### config.mk
export PLATFORM = sky130hd
export DESIGN_NAME = sec_device_flat
export DESIGN_NICKNAME = d
export VERILOG_FILES = /design/src/logic/sec_pkg.sv /design/src/logic/sec_link_if.sv /design/src/logic/key_matcher.sv /design/src/logic/sec_device.sv /design/src/flat_wrapper.sv
export SDC_FILE = /design/constraint.sdc
export NUM_CORES = 1
export LEC_CHECK = 0
export BUFFER_PORTS_ARGS = -buffer_cell sky130_fd_sc_hd__clkbuf_2
export CORE_MARGIN = 2
export CORE_UTILIZATION = 46
export CTS_BUF_LIST = sky130_fd_sc_hd__clkbuf_16
export DETAILED_ROUTE_END_ITERATION = 10
export GPL_TIMING_DRIVEN = 0
export PLACE_DENSITY = 0.66
export SLEW_MARGIN = 20
export SYNTH_ARGS = -nofsm -noshare
export SYNTH_HDL_FRONTEND = slang
export SYNTH_SLANG_ARGS = --single-unit
### constraint.sdc
create_clock -name clk_i -period 3.2 [get_ports clk_i]
set_clock_uncertainty 0.15 [all_clocks]
set_input_delay 0.16 -clock clk_i [delete_from_list [all_inputs] [get_ports clk_i]]
set_output_delay 0.16 -clock clk_i [all_outputs]
set_load 0.05 [all_outputs]
### src/logic/sec_pkg.sv
// Shared constants and types for the security-mode controller and its host end
package sec_pkg;
	localparam logic [7:0] CMD_CTRL_LO   = 8'h00;
	localparam logic [7:0] CMD_CTRL_HI   = 8'h01;
	localparam logic [7:0] CMD_FLASH_CLS = 8'h3e;
	localparam logic [7:0] CMD_FLASH_BLK = 8'h3f;
	localparam int         KEY_W         = 16;
	localparam int         MFG_BYTES     = 32;
	localparam logic [15:0] UNSEAL_KEY1_RST = 16'h3672;
	localparam logic [15:0] UNSEAL_KEY0_RST = 16'h0414;
	localparam logic [15:0] FULL_KEY1_RST   = 16'hffff;
	localparam logic [15:0] FULL_KEY0_RST   = 16'hfffe;
	// Key slots in the key store
	localparam logic [1:0] KSLOT_UNSEAL1 = 2'h0;
	localparam logic [1:0] KSLOT_UNSEAL0 = 2'h1;
	localparam logic [1:0] KSLOT_FULL1   = 2'h2;
	localparam logic [1:0] KSLOT_FULL0   = 2'h3;
	// Host register map on Wishbone
	localparam logic [3:0] WB_CMD    = 4'h0;
	localparam logic [3:0] WB_STATUS = 4'h4;
	localparam logic [3:0] WB_RDATA  = 4'h8;
	localparam logic [3:0] WB_LEVEL  = 4'hc;
	// Host command register fields
	localparam int CMD_CODE_LSB = 16;
	localparam int CMD_WR_BIT   = 24;
	localparam int CMD_KSTORE_BIT = 25;
	localparam int CMD_KSLOT_LSB  = 26;
	typedef enum logic [1:0] {
		LVL_FULL     = 2'b00,
		LVL_UNSEALED = 2'b01,
		LVL_SEALED   = 2'b10
	} level_t;
	// Operation kinds carried on the link
	typedef enum logic [1:0] {
		OP_CMD_WR = 2'b00,
		OP_CMD_RD = 2'b01,
		OP_KEY_WR = 2'b10,
		OP_KEY_RD = 2'b11
	} op_t;
	// Control-register key words are byte-reversed compared with how stored keys read back
	function automatic logic [15:0] swap_bytes(input logic [15:0] v);
		swap_bytes = {v[7:0], v[15:8]};
	endfunction : swap_bytes
endpackage : sec_pkg

### src/logic/sec_link_if.sv
// Command link between host controller and security-mode device
`timescale 1ns/1ps
interface sec_link_if;
	import sec_pkg::*;
	logic        req;
	op_t         op;
	logic [7:0]  code;
	logic [15:0] wdata;
	logic [1:0]  kslot;
	logic        ack;
	logic        err;
	logic [15:0] rdata;
	modport dev  (input req, op, code, wdata, kslot, output ack, err, rdata);
	modport host (output req, op, code, wdata, kslot, input ack, err, rdata);
endinterface : sec_link_if

### src/logic/key_matcher.sv
// Two-step key sequence matcher for one key pair
`timescale 1ns/1ps
module key_matcher
	import sec_pkg::*;
#(
	parameter int W = KEY_W
) (
	input  wire logic         clk_i,
	input  wire logic         rst_i,
	input  wire logic         wr_i,
	input  wire logic [W-1:0] word_i,
	input  wire logic [W-1:0] key1_i,
	input  wire logic [W-1:0] key0_i,
	output logic              match_o
);
	logic  armed;
	wire   first_ok = word_i == swap_bytes(key1_i);
	wire   second_ok = word_i == swap_bytes(key0_i);

	// Any other word in between drops the half-finished sequence
	always_ff @(posedge clk_i) begin
		if (rst_i) begin
			armed <= 1'b0;
		end else if (wr_i) begin
			armed <= first_ok && !(armed && second_ok);
		end
	end

	assign match_o = wr_i && armed && second_ok;
endmodule : key_matcher

### src/logic/sec_device.sv
// Device end: security level, key store and flash access gating
`timescale 1ns/1ps
module sec_device
	import sec_pkg::*;
(
	input  wire logic  clk_i,
	input  wire logic  rst_i,
	sec_link_if.dev    link,
	output level_t     level_o,
	output logic       sealed_flag_o,
	output logic       full_access_flag_o,
	output logic       flash_rw_o,
	output logic       mfg_wr_o,
	output logic [7:0] flash_class_select_o,
	output logic [7:0] flash_block_select_o
);
	level_t      level;
	level_t      next_level;
	logic [15:0] keys [4];
	logic [15:0] rdata;
	logic        ack;
	logic        err;

	wire is_ctrl   = link.code == CMD_CTRL_LO || link.code == CMD_CTRL_HI;
	wire is_flash  = link.code == CMD_FLASH_CLS || link.code == CMD_FLASH_BLK;
	wire sealed    = level == LVL_SEALED;
	wire new_req   = link.req && !ack;
	wire ctrl_wr   = new_req && link.op == OP_CMD_WR && is_ctrl;
	wire flash_bad = new_req && is_flash && sealed;
	wire key_wr_ok = level == LVL_FULL;
	wire key_bad   = new_req && link.op == OP_KEY_WR && !key_wr_ok;
	wire req_err   = flash_bad || key_bad;
	wire unseal_hit;
	wire full_hit;

	key_matcher u_unseal (
		.clk_i   (clk_i),
		.rst_i   (rst_i),
		.wr_i    (ctrl_wr),
		.word_i  (link.wdata),
		.key1_i  (keys[KSLOT_UNSEAL1]),
		.key0_i  (keys[KSLOT_UNSEAL0]),
		.match_o (unseal_hit)
	);

	key_matcher u_full (
		.clk_i   (clk_i),
		.rst_i   (rst_i),
		.wr_i    (ctrl_wr),
		.word_i  (link.wdata),
		.key1_i  (keys[KSLOT_FULL1]),
		.key0_i  (keys[KSLOT_FULL0]),
		.match_o (full_hit)
	);

	// Full key only counts once unsealed; a sealed part must unseal first
	always_comb begin
		next_level = level;
		if (unseal_hit && sealed) begin
			next_level = LVL_UNSEALED;
		end else if (full_hit && level == LVL_UNSEALED) begin
			next_level = LVL_FULL;
		end
	end

	always_ff @(posedge clk_i) begin
		if (rst_i) begin
			level <= LVL_SEALED;
		end else begin
			level <= next_level;
		end
	end

	// Key store stands in for the non-volatile copies
	always_ff @(posedge clk_i) begin
		if (rst_i) begin
			keys[KSLOT_UNSEAL1] <= UNSEAL_KEY1_RST;
			keys[KSLOT_UNSEAL0] <= UNSEAL_KEY0_RST;
			keys[KSLOT_FULL1]   <= FULL_KEY1_RST;
			keys[KSLOT_FULL0]   <= FULL_KEY0_RST;
		end else if (new_req && link.op == OP_KEY_WR && key_wr_ok) begin
			keys[link.kslot] <= link.wdata;
		end
	end

	always_ff @(posedge clk_i) begin
		if (rst_i) begin
			flash_class_select_o <= 8'h00;
			flash_block_select_o <= 8'h00;
		end else if (new_req && link.op == OP_CMD_WR && !req_err) begin
			if (link.code == CMD_FLASH_CLS) begin
				flash_class_select_o <= link.wdata[7:0];
			end
			if (link.code == CMD_FLASH_BLK) begin
				flash_block_select_o <= link.wdata[7:0];
			end
		end
	end

	// One-cycle answer; ack drops the cycle after
	always_ff @(posedge clk_i) begin
		if (rst_i) begin
			ack   <= 1'b0;
			err   <= 1'b0;
			rdata <= 16'h0000;
		end else begin
			ack <= new_req;
			err <= new_req && req_err;
			if (new_req) begin
				case (link.op)
					OP_KEY_RD: rdata <= keys[link.kslot];
					OP_CMD_RD: rdata <= is_ctrl ? {14'h0000, sealed, level != LVL_FULL} :
						{8'h00, link.code == CMD_FLASH_CLS ? flash_class_select_o : flash_block_select_o};
					default:   rdata <= 16'h0000;
				endcase
			end
		end
	end

	assign link.ack           = ack;
	assign link.err           = err;
	assign link.rdata         = rdata;
	assign level_o            = level;
	assign sealed_flag_o      = sealed;
	assign full_access_flag_o = level != LVL_FULL;
	assign flash_rw_o         = !sealed;
	assign mfg_wr_o           = !sealed;
endmodule : sec_device

### src/flat_wrapper.sv
// flat-port wrapper written by rule: the top's interface ports become plain ports
module sec_device_flat import sec_pkg::*;
  (clk_i, rst_i, level_o, sealed_flag_o, full_access_flag_o, flash_rw_o, mfg_wr_o, flash_class_select_o, flash_block_select_o, link_req, link_op, link_code, link_wdata, link_kslot, link_ack, link_err, link_rdata);
  sec_link_if link_i ();
  input  wire logic clk_i;
  input  wire logic rst_i;
  output level_t level_o;
  output logic sealed_flag_o;
  output logic full_access_flag_o;
  output logic flash_rw_o;
  output logic mfg_wr_o;
  output logic [7:0] flash_class_select_o;
  output logic [7:0] flash_block_select_o;
  input wire logic [$bits(link_i.req)-1:0] link_req;
  input wire logic [$bits(link_i.op)-1:0] link_op;
  input wire logic [$bits(link_i.code)-1:0] link_code;
  input wire logic [$bits(link_i.wdata)-1:0] link_wdata;
  input wire logic [$bits(link_i.kslot)-1:0] link_kslot;
  output wire logic [$bits(link_i.ack)-1:0] link_ack;
  output wire logic [$bits(link_i.err)-1:0] link_err;
  output wire logic [$bits(link_i.rdata)-1:0] link_rdata;
  assign link_i.req = link_req;
  assign link_i.op = link_op;
  assign link_i.code = link_code;
  assign link_i.wdata = link_wdata;
  assign link_i.kslot = link_kslot;
  assign link_ack = link_i.ack;
  assign link_err = link_i.err;
  assign link_rdata = link_i.rdata;
  sec_device u_core (.clk_i(clk_i), .rst_i(rst_i), .link(link_i), .level_o(level_o), .sealed_flag_o(sealed_flag_o), .full_access_flag_o(full_access_flag_o), .flash_rw_o(flash_rw_o), .mfg_wr_o(mfg_wr_o), .flash_class_select_o(flash_class_select_o), .flash_block_select_o(flash_block_select_o));
endmodule
==> metrics.md, run 1 <==
| Metric | Value |
|---|---|
| Outcome | complete, no violations |
| Layout overhead on the synthesized area | 15.0% |
| Clock power frac | 38.6% |
| Post-synthesis net count | 472 |
| Layout filler cell count | 962 |
| Routed WL per cell | 20.8 µm |
| Fmax | 326 MHz |
| IO Port Bufs | 53 |
| Crit path max fanout | 16 |
| Hold path endpoint | u_core.flash_block_select_o[5] |
| Final worst slack | 133 ps |
| Sequential share of power | 51.0% |
| Max_cap viols | 0 |
| Clk sink count | 102 |
| Final min period | 3070 ps |
| Pre-CTS setup slack | -252 ps |
| Number of cells on the worst reg-to-reg path | 5 |
| CTS Root Cell | clkbuf_16 |
| H-tree depth | 3 |
| Startpoint types | primary input |
| Final wirelength | 13600 µm |
| Total GRT Usage | 22.7% |
| Core Area | 0.0113 mm² |
| Met1 Usage GRT | 30.0% |
| Post-DP HPWL | 9880 µm |
| Vias in the first global route | 3665 |
| Starting Density | 46.7% |
| Crit path buffers/inverters | 3 |
| Crit. End Element | flop |
| Synth Instances | 441 |
| ANT cells | 0 |
| Post-DR vias/cell | 5.54 |
| Crit-path cells | dlygate4sd3_1 -> clkbuf_2 -> nand2b_4 -> nor2_1 -> nand4b_1 -> clkbuf_1 -> nor3b_2 -> or2_1 |
| RR Endpoint | u_core.keys[1][1] |
| Int Power | 0.00213 W |
| Nets@finish | 540 |
| Final setup vio count | 0 |
| Hold Crit Depth | 3 |
| Top FF cell, synth | edfxtp_1 |
| Unique masters post-synth | 50 |
| Post-layout util | 53.7% |
| Hold/Removal Path Class | in -> reg |
| Slew at the pin closest to its max-slew limit | 958 ps |
| CTS tree | yes |
| Initial DRT Pass Iterations | 5 |
| RR Startpoint | u_core.level_o[1] |
| WS Path Type | in -> reg |
| Comb power frac | 10.4% |
| Max Slew Vio Count | 0 |
| Clock buffer depth | 2 |
| GR Overflow Total | 0 |
| Post-synth EDFFs | 64 |
| Crit share post-route | 95.8% |
| Hold Slack | 10.8 ps |
| Critical path required time | 3010 ps |
| CTS Buf Count | 9 |
| Std cell rows | 39 |
| Post-synthesis cell area | 0.00527 mm² |
| VDD IR max | 0.000279 V |
| Die W | 111 µm |
| Clock Pin Slew Worst Setup and Hold Paths | 60 ps |
| Met2 GRT Util | 37.4% |
| Worst path depth | 8 |
| Share of cells above drive strength 1 | 21.6% |
| Ys async rst share | 0% |
| NetSw | 0.000674 W |
| Worst skew pair latency | 340 ps |
| Die area | 0.0123 mm² |
| Total power draw | 0.00280 W |
| Busiest layer in global routing | met2 |
| DR iter-0 viols | 324 |
| Relative slew slack | 36.1% |
| Worst R2R Setup Slack | 190 ps |
| Final Hold Vio Count | 0 |
| RSZ-0062 raised after global routing | false |
| Met3 global-route usage | 5.74% |
| Synth warn | 0 |
| DRC errors left | 0 |
| Leakage | 2.03 nW |
| Delay of the slowest critical-path stage | 740 ps |
| Hold path startpoint | link_wdata[5] |
| Mean post-synth cell area | 11.9 µm² |
| Die height | 111 µm |
| Setup TNS | 0 ps |
| Switching Fraction | 24.1% |
| First-pass GRT wire length | 21000 µm |
| Slowest-stage cell, CP | or2_1 |
| Yosys reg bits | 102 |
| Register area share after synthesis | 51.0% |
| PD cells | 463 mW/mm² |
| Crit path arrival time | 2880 ps |
| Largest net degree at the start of global routing | 17 |
| Cell family with most CP delay | simple AND/OR/NAND/NOR gates |
| Gpl congestion | 0.890 |
| Via count | 3632 |
| Initial antenna violation count | 0 |
| Antenna-violating nets left | 0 |
| I/O pin cnt | 71 |
per-layer routing:
metal / part of all wire, % / routed length, µm
met5: 0 / 0
met4: 1.8 / 242
met3: 6.2 / 842
met2: 48 / 6470
met1: 44 / 6060
state kept, by name, summed over array words and instances, names as in the netlist:
signal	count
u_core.keys	64
u_core.flash_block_select_o	8
u_core.link.err	1
u_core.u_full.armed	1
u_core.level_o	2
u_core.link.ack	1
u_core.u_unseal.armed	1
u_core.flash_class_select_o	8
u_core.link.rdata	16
per-stage QoR:
step / cell area [µm²] / instances
2_1_floorplan: 5270 / 441
3_3_place_gp: 5710 / 637
3_5_place_dp: 5710 / 637
4_1_cts: 6050 / 656
5_1_grt: 6050 / 656
6_report: 6050 / 656
tightest hold or removal path: cells and delay by family:
kind,cells,cell delay [ps]
buffers and inverters,1,140
AND/OR/NAND/NOR,1,70
multiplexers,1,80
power groups by stage:
stage / logic, W / registers, W / clock network (W)
2_1_floorplan: 0.000162 / 0.00149 / 0
3_3_place_gp: 0.000283 / 0.00146 / 0
3_5_place_dp: 0.000286 / 0.00146 / 0
4_1_cts: 0.000292 / 0.00143 / 0.00110
5_1_grt: 0.000312 / 0.00143 / 0.00114
6_report: 0.000292 / 0.00143 / 0.00108
kinds of logic (layout without fill, tap and decap cells):
logic type      count (synthesis)  after routing  share of synthesized area (%)
compound gates                 35             35                           4.75
xor+xnor                       64             64                           11.1
buf+inv                        41            113                           3.66
flops                         102            102                           51.0
mux                            39             39                           11.4
simple gates                  160            160                           18.2
how the worst max path moves through the flow:
stage | startpoint | endpoint | slack [ps]
2_1_floorplan | u_core.level_o[0] | u_core.flash_block_select_o[6] | 160
3_3_place_gp | u_core.level_o[1] | u_core.keys[0][11] | -260
3_5_place_dp | u_core.level_o[1] | u_core.keys[0][1] | -250
4_1_cts | link_req | u_core.keys[0][10] | 60
5_1_grt | link_req | u_core.keys[1][1] | 10
6_report | link_req | u_core.keys[1][1] | 130
final cells by class:
type	count	area, µm²	area share [%]
Timing Repair Buffer	57	305	5.04
Clock inverter	4	18.8	0.310
Sequential cell	102	2680	44.3
Multi-Input combinational cell	298	2400	39.6
Tap cell	143	179	2.96
Clock buffer	11	275	4.55
Buffer	37	179	2.96
Inverter	4	15.0	0.248
synth_stat cells (all sizes together) (4+ instances only):
library cell | n | area [µm²]
nand2b | 15 | 101
xor2 | 15 | 131
nor3 | 5 | 41.3
edfxtp | 64 | 1920
or2 | 34 | 215
mux2 | 6 | 67.6
mux2i | 17 | 170
nand2 | 8 | 32.5
nor4 | 11 | 83.8
clkbuf | 21 | 78.8
dfxtp | 38 | 761
mux4 | 16 | 360
a21oi | 5 | 25.0
a211oi | 6 | 45.0
nor2 | 39 | 146
xnor2 | 49 | 452
and2 | 23 | 144
buf | 16 | 98.9
nand4 | 11 | 68.8
a22oi | 13 | 97.6
nand3 | 4 | 20.0
cell usage in the layout (no fill, tap or decap), types with 7 or more instances in the layout:
cell       netlist  layout
edfxtp_1        64      64
clkbuf_2         0      54
xnor2_1         46      46
nor2_1          39      39
dfxtp_1         38      38
or2_1           33      32
and2_1          23      23
clkbuf_1        21      20
mux2i_1         17      17
mux4_2          16      16
xor2_1          15      15
nand2b_1        14      14
a22oi_1         13      13
nand4_1         11      11
clkbuf_16        0      11
buf_2           10      10
nor4_1          10      10
nand2_1          7       7
what timing repair did:
item                                   in CTS  in global routing
setup buffers                               0                  0
setup endpoints to repair                  16                 16
gates resized for setup                     2                  3
endpoints found under the hold margin       7                  0
hold buffers                                4                  0
gates cloned                                0                  0
Power figures use the tool's default switching activity.
==> run 2: changes to the inputs <==
- HOLD_SLACK_MARGIN: default -> 0.15
==> run 2 against run 1 <==
Net effect:
- clock power is essentially flat
- global-route usage rose by 0.13 points
- non-clock buffer count is 11 higher
- final cell count grew 1.7%
- wire length up 0.35%
- critical path depth unchanged
==> metrics.md, run 2 (same netlist as run 1, synthesis figures left out) <==
| Metric | Value |
|---|---|
| Layout overhead on the synthesized area | 17.1% |
| Max_cap viols | 0 |
| Post-DR vias/cell | 5.45 |
| Crit path max fanout | 16 |
| CTS Root Cell | clkbuf_16 |
| Post-DP HPWL | 9880 µm |
| Vias in the first global route | 3714 |
| Crit path arrival time | 2670 ps |
| Number of cells on the worst reg-to-reg path | 6 |
| RR Endpoint | u_core.keys[1][1] |
| Reg with most FFs | u_core.keys |
| Critical path required time | 3030 ps |
| Top Registers | u_core.keys x64, u_core.link.rdata x16 |
| Share of cells above drive strength 1 | 21.4% |
| I/O pin cnt | 71 |
| Via count | 3636 |
| Hold/Removal Path Class | in -> reg |
| Outcome | complete, no violations |
| Gpl congestion | 0.890 |
| Crit path launch | link_req |
| Setup Buffers After CTS | 0 |
| Max reg flops | 64 |
| Final Instance Area | 0.00616 mm² |
| Clk sink count | 102 |
| Delay of the slowest critical-path stage | 590 ps |
| Post-layout util | 54.7% |
| Slew at the pin closest to its max-slew limit | 961 ps |
| PD cells | 456 mW/mm² |
| RR Startpoint | u_core.link.ack |
| Startpoint types | primary input |
| Pre-CTS setup slack | -252 ps |
| H-tree depth | 3 |
| Crit. End Element | flop |
| Final wirelength | 13700 µm |
| Placed standard-cell area | 0.00571 mm² |
| Final min period | 2840 ps |
| Initial DRT Pass Iterations | 4 |
| VDD IR max | 0.000278 V |
| Initial antenna violation count | 0 |
| WS Path Type | in -> reg |
| Std cell rows | 39 |
| Routed WL per cell | 20.5 µm |
| Worst R2R Setup Slack | 430 ps |
| DRC errors left | 0 |
| Largest net degree at the start of global routing | 17 |
| Starting Density | 46.7% |
| CTS Buf Count | 9 |
| CP endpoint | u_core.keys[1][1] |
| Die height | 111 µm |
| Core Area | 0.0113 mm² |
| Die W | 111 µm |
| Commonest non-fill, non-tap cell in the layout | edfxtp_1 |
| Max Slew Vio Count | 0 |
| Hold Slack | 186 ps |
| Leakage | 2.08 nW |
| DR iter-0 viols | 315 |
| Crit path buffers/inverters | 3 |
| Crit share post-route | 88.6% |
| Relative slew slack | 35.9% |
| CTS tree | yes |
| Final setup vio count | 0 |
| Cell family with most CP delay | simple AND/OR/NAND/NOR gates |
| RSZ-0062 raised after global routing | false |
| ANT cells | 0 |
| Total GRT Usage | 22.9% |
| Crit-path cells | dlygate4sd3_1 -> clkbuf_2 -> nand2b_4 -> nor2_1 -> nand4b_1 -> clkbuf_1 -> nor3b_2 -> or2_2 |
| Worst path depth | 8 |
| Clock Pin Slew Worst Setup and Hold Paths | 70 ps |
| Nets@finish | 551 |
| Clock buffer depth | 2 |
| Slowest-stage cell, CP | nor3b_2 |
| Die area | 0.0123 mm² |
| Final worst slack | 365 ps |
| First-pass GRT wire length | 21200 µm |
| Final Hold Vio Count | 0 |
| Antenna-violating nets left | 0 |
| GR Overflow Total | 0 |
| Worst skew pair latency | 350 ps |
| Commonest cells after routing, fill and taps aside | 64 x edfxtp_1, 54 x clkbuf_2, 46 x xnor2_1 |
| IO Port Bufs | 53 |
| Fmax | 353 MHz |
## run 2: cell types whose count changed in the layout (fill, tap and decap cells not counted)
cell | before | now
dlygate4sd3_1 | 4 | 15
or2_2 | 0 | 1
or2_1 | 32 | 31
## run 2: area by class of cell
class	instances	area, µm²
multi-input combinational	298	2400
tap	143	179
inverter	4	15.0
timing repair buffer	68	415
fill	948	5110
clock buffer	11	275
sequential	102	2680
buffer	37	179
clock inverter	4	18.8
## run 2: how the worst min path moves through the flow
stage / startpoint / end / slack [ps] / cells after the start
after global placement: u_core.u_unseal.armed / u_core.u_unseal.armed / 310 / 2
after floorplan: link_req / u_core.link.ack / 170 / 2
after detailed placement: u_core.u_unseal.armed / u_core.u_unseal.armed / 310 / 2
after global routing: link_code[0] / u_core.flash_class_select_o[7] / 210 / 4
final: link_code[0] / u_core.flash_class_select_o[7] / 190 / 4
after CTS: link_code[0] / u_core.flash_class_select_o[7] / 190 / 4
## run 2: tightest hold or removal path: cells and delay by family
kind | cells | cell delay, ps
buf+inv | 1 | 160
mux | 1 | 130
simple gates | 2 | 190
## run 2: routing by layer
layer  global-route usage [%]  routed length, µm  vias to the layer above
li1                         -                  -                     1719
met1                     30.1               5920                     1763
met2                     37.7               6470                      142
met3                     5.69               1050                       12
met4                     6.58                232                        0
met5                        0                  0                        -
## run 2: what timing repair did
item,in CTS,in global routing
endpoints found under the setup margin,16,32
hold buffers,15,0
gates resized for setup,2,4
cloned,0,0
pin swaps,0,0
hold endpoints to repair,49,0
## run 2: through the flow
step	power, W	cells	TNS [ps]
6_report	0.00281	667	0
5_1_grt	0.00290	667	0
4_1_cts	0.00283	667	0
3_5_place_dp	0.00174	637	-4000
3_3_place_gp	0.00174	637	-4120
2_1_floorplan	0.00166	441	0
## run 2: where the power goes
| part | internal, W | switching (W) |
|---|---|---|
| combinational | 0.000110 | 0.000192 |
| sequential | 0.00141 | 0.0000143 |
| clock | 0.000612 | 0.000467 |
| total | 0.00214 | 0.000673 |
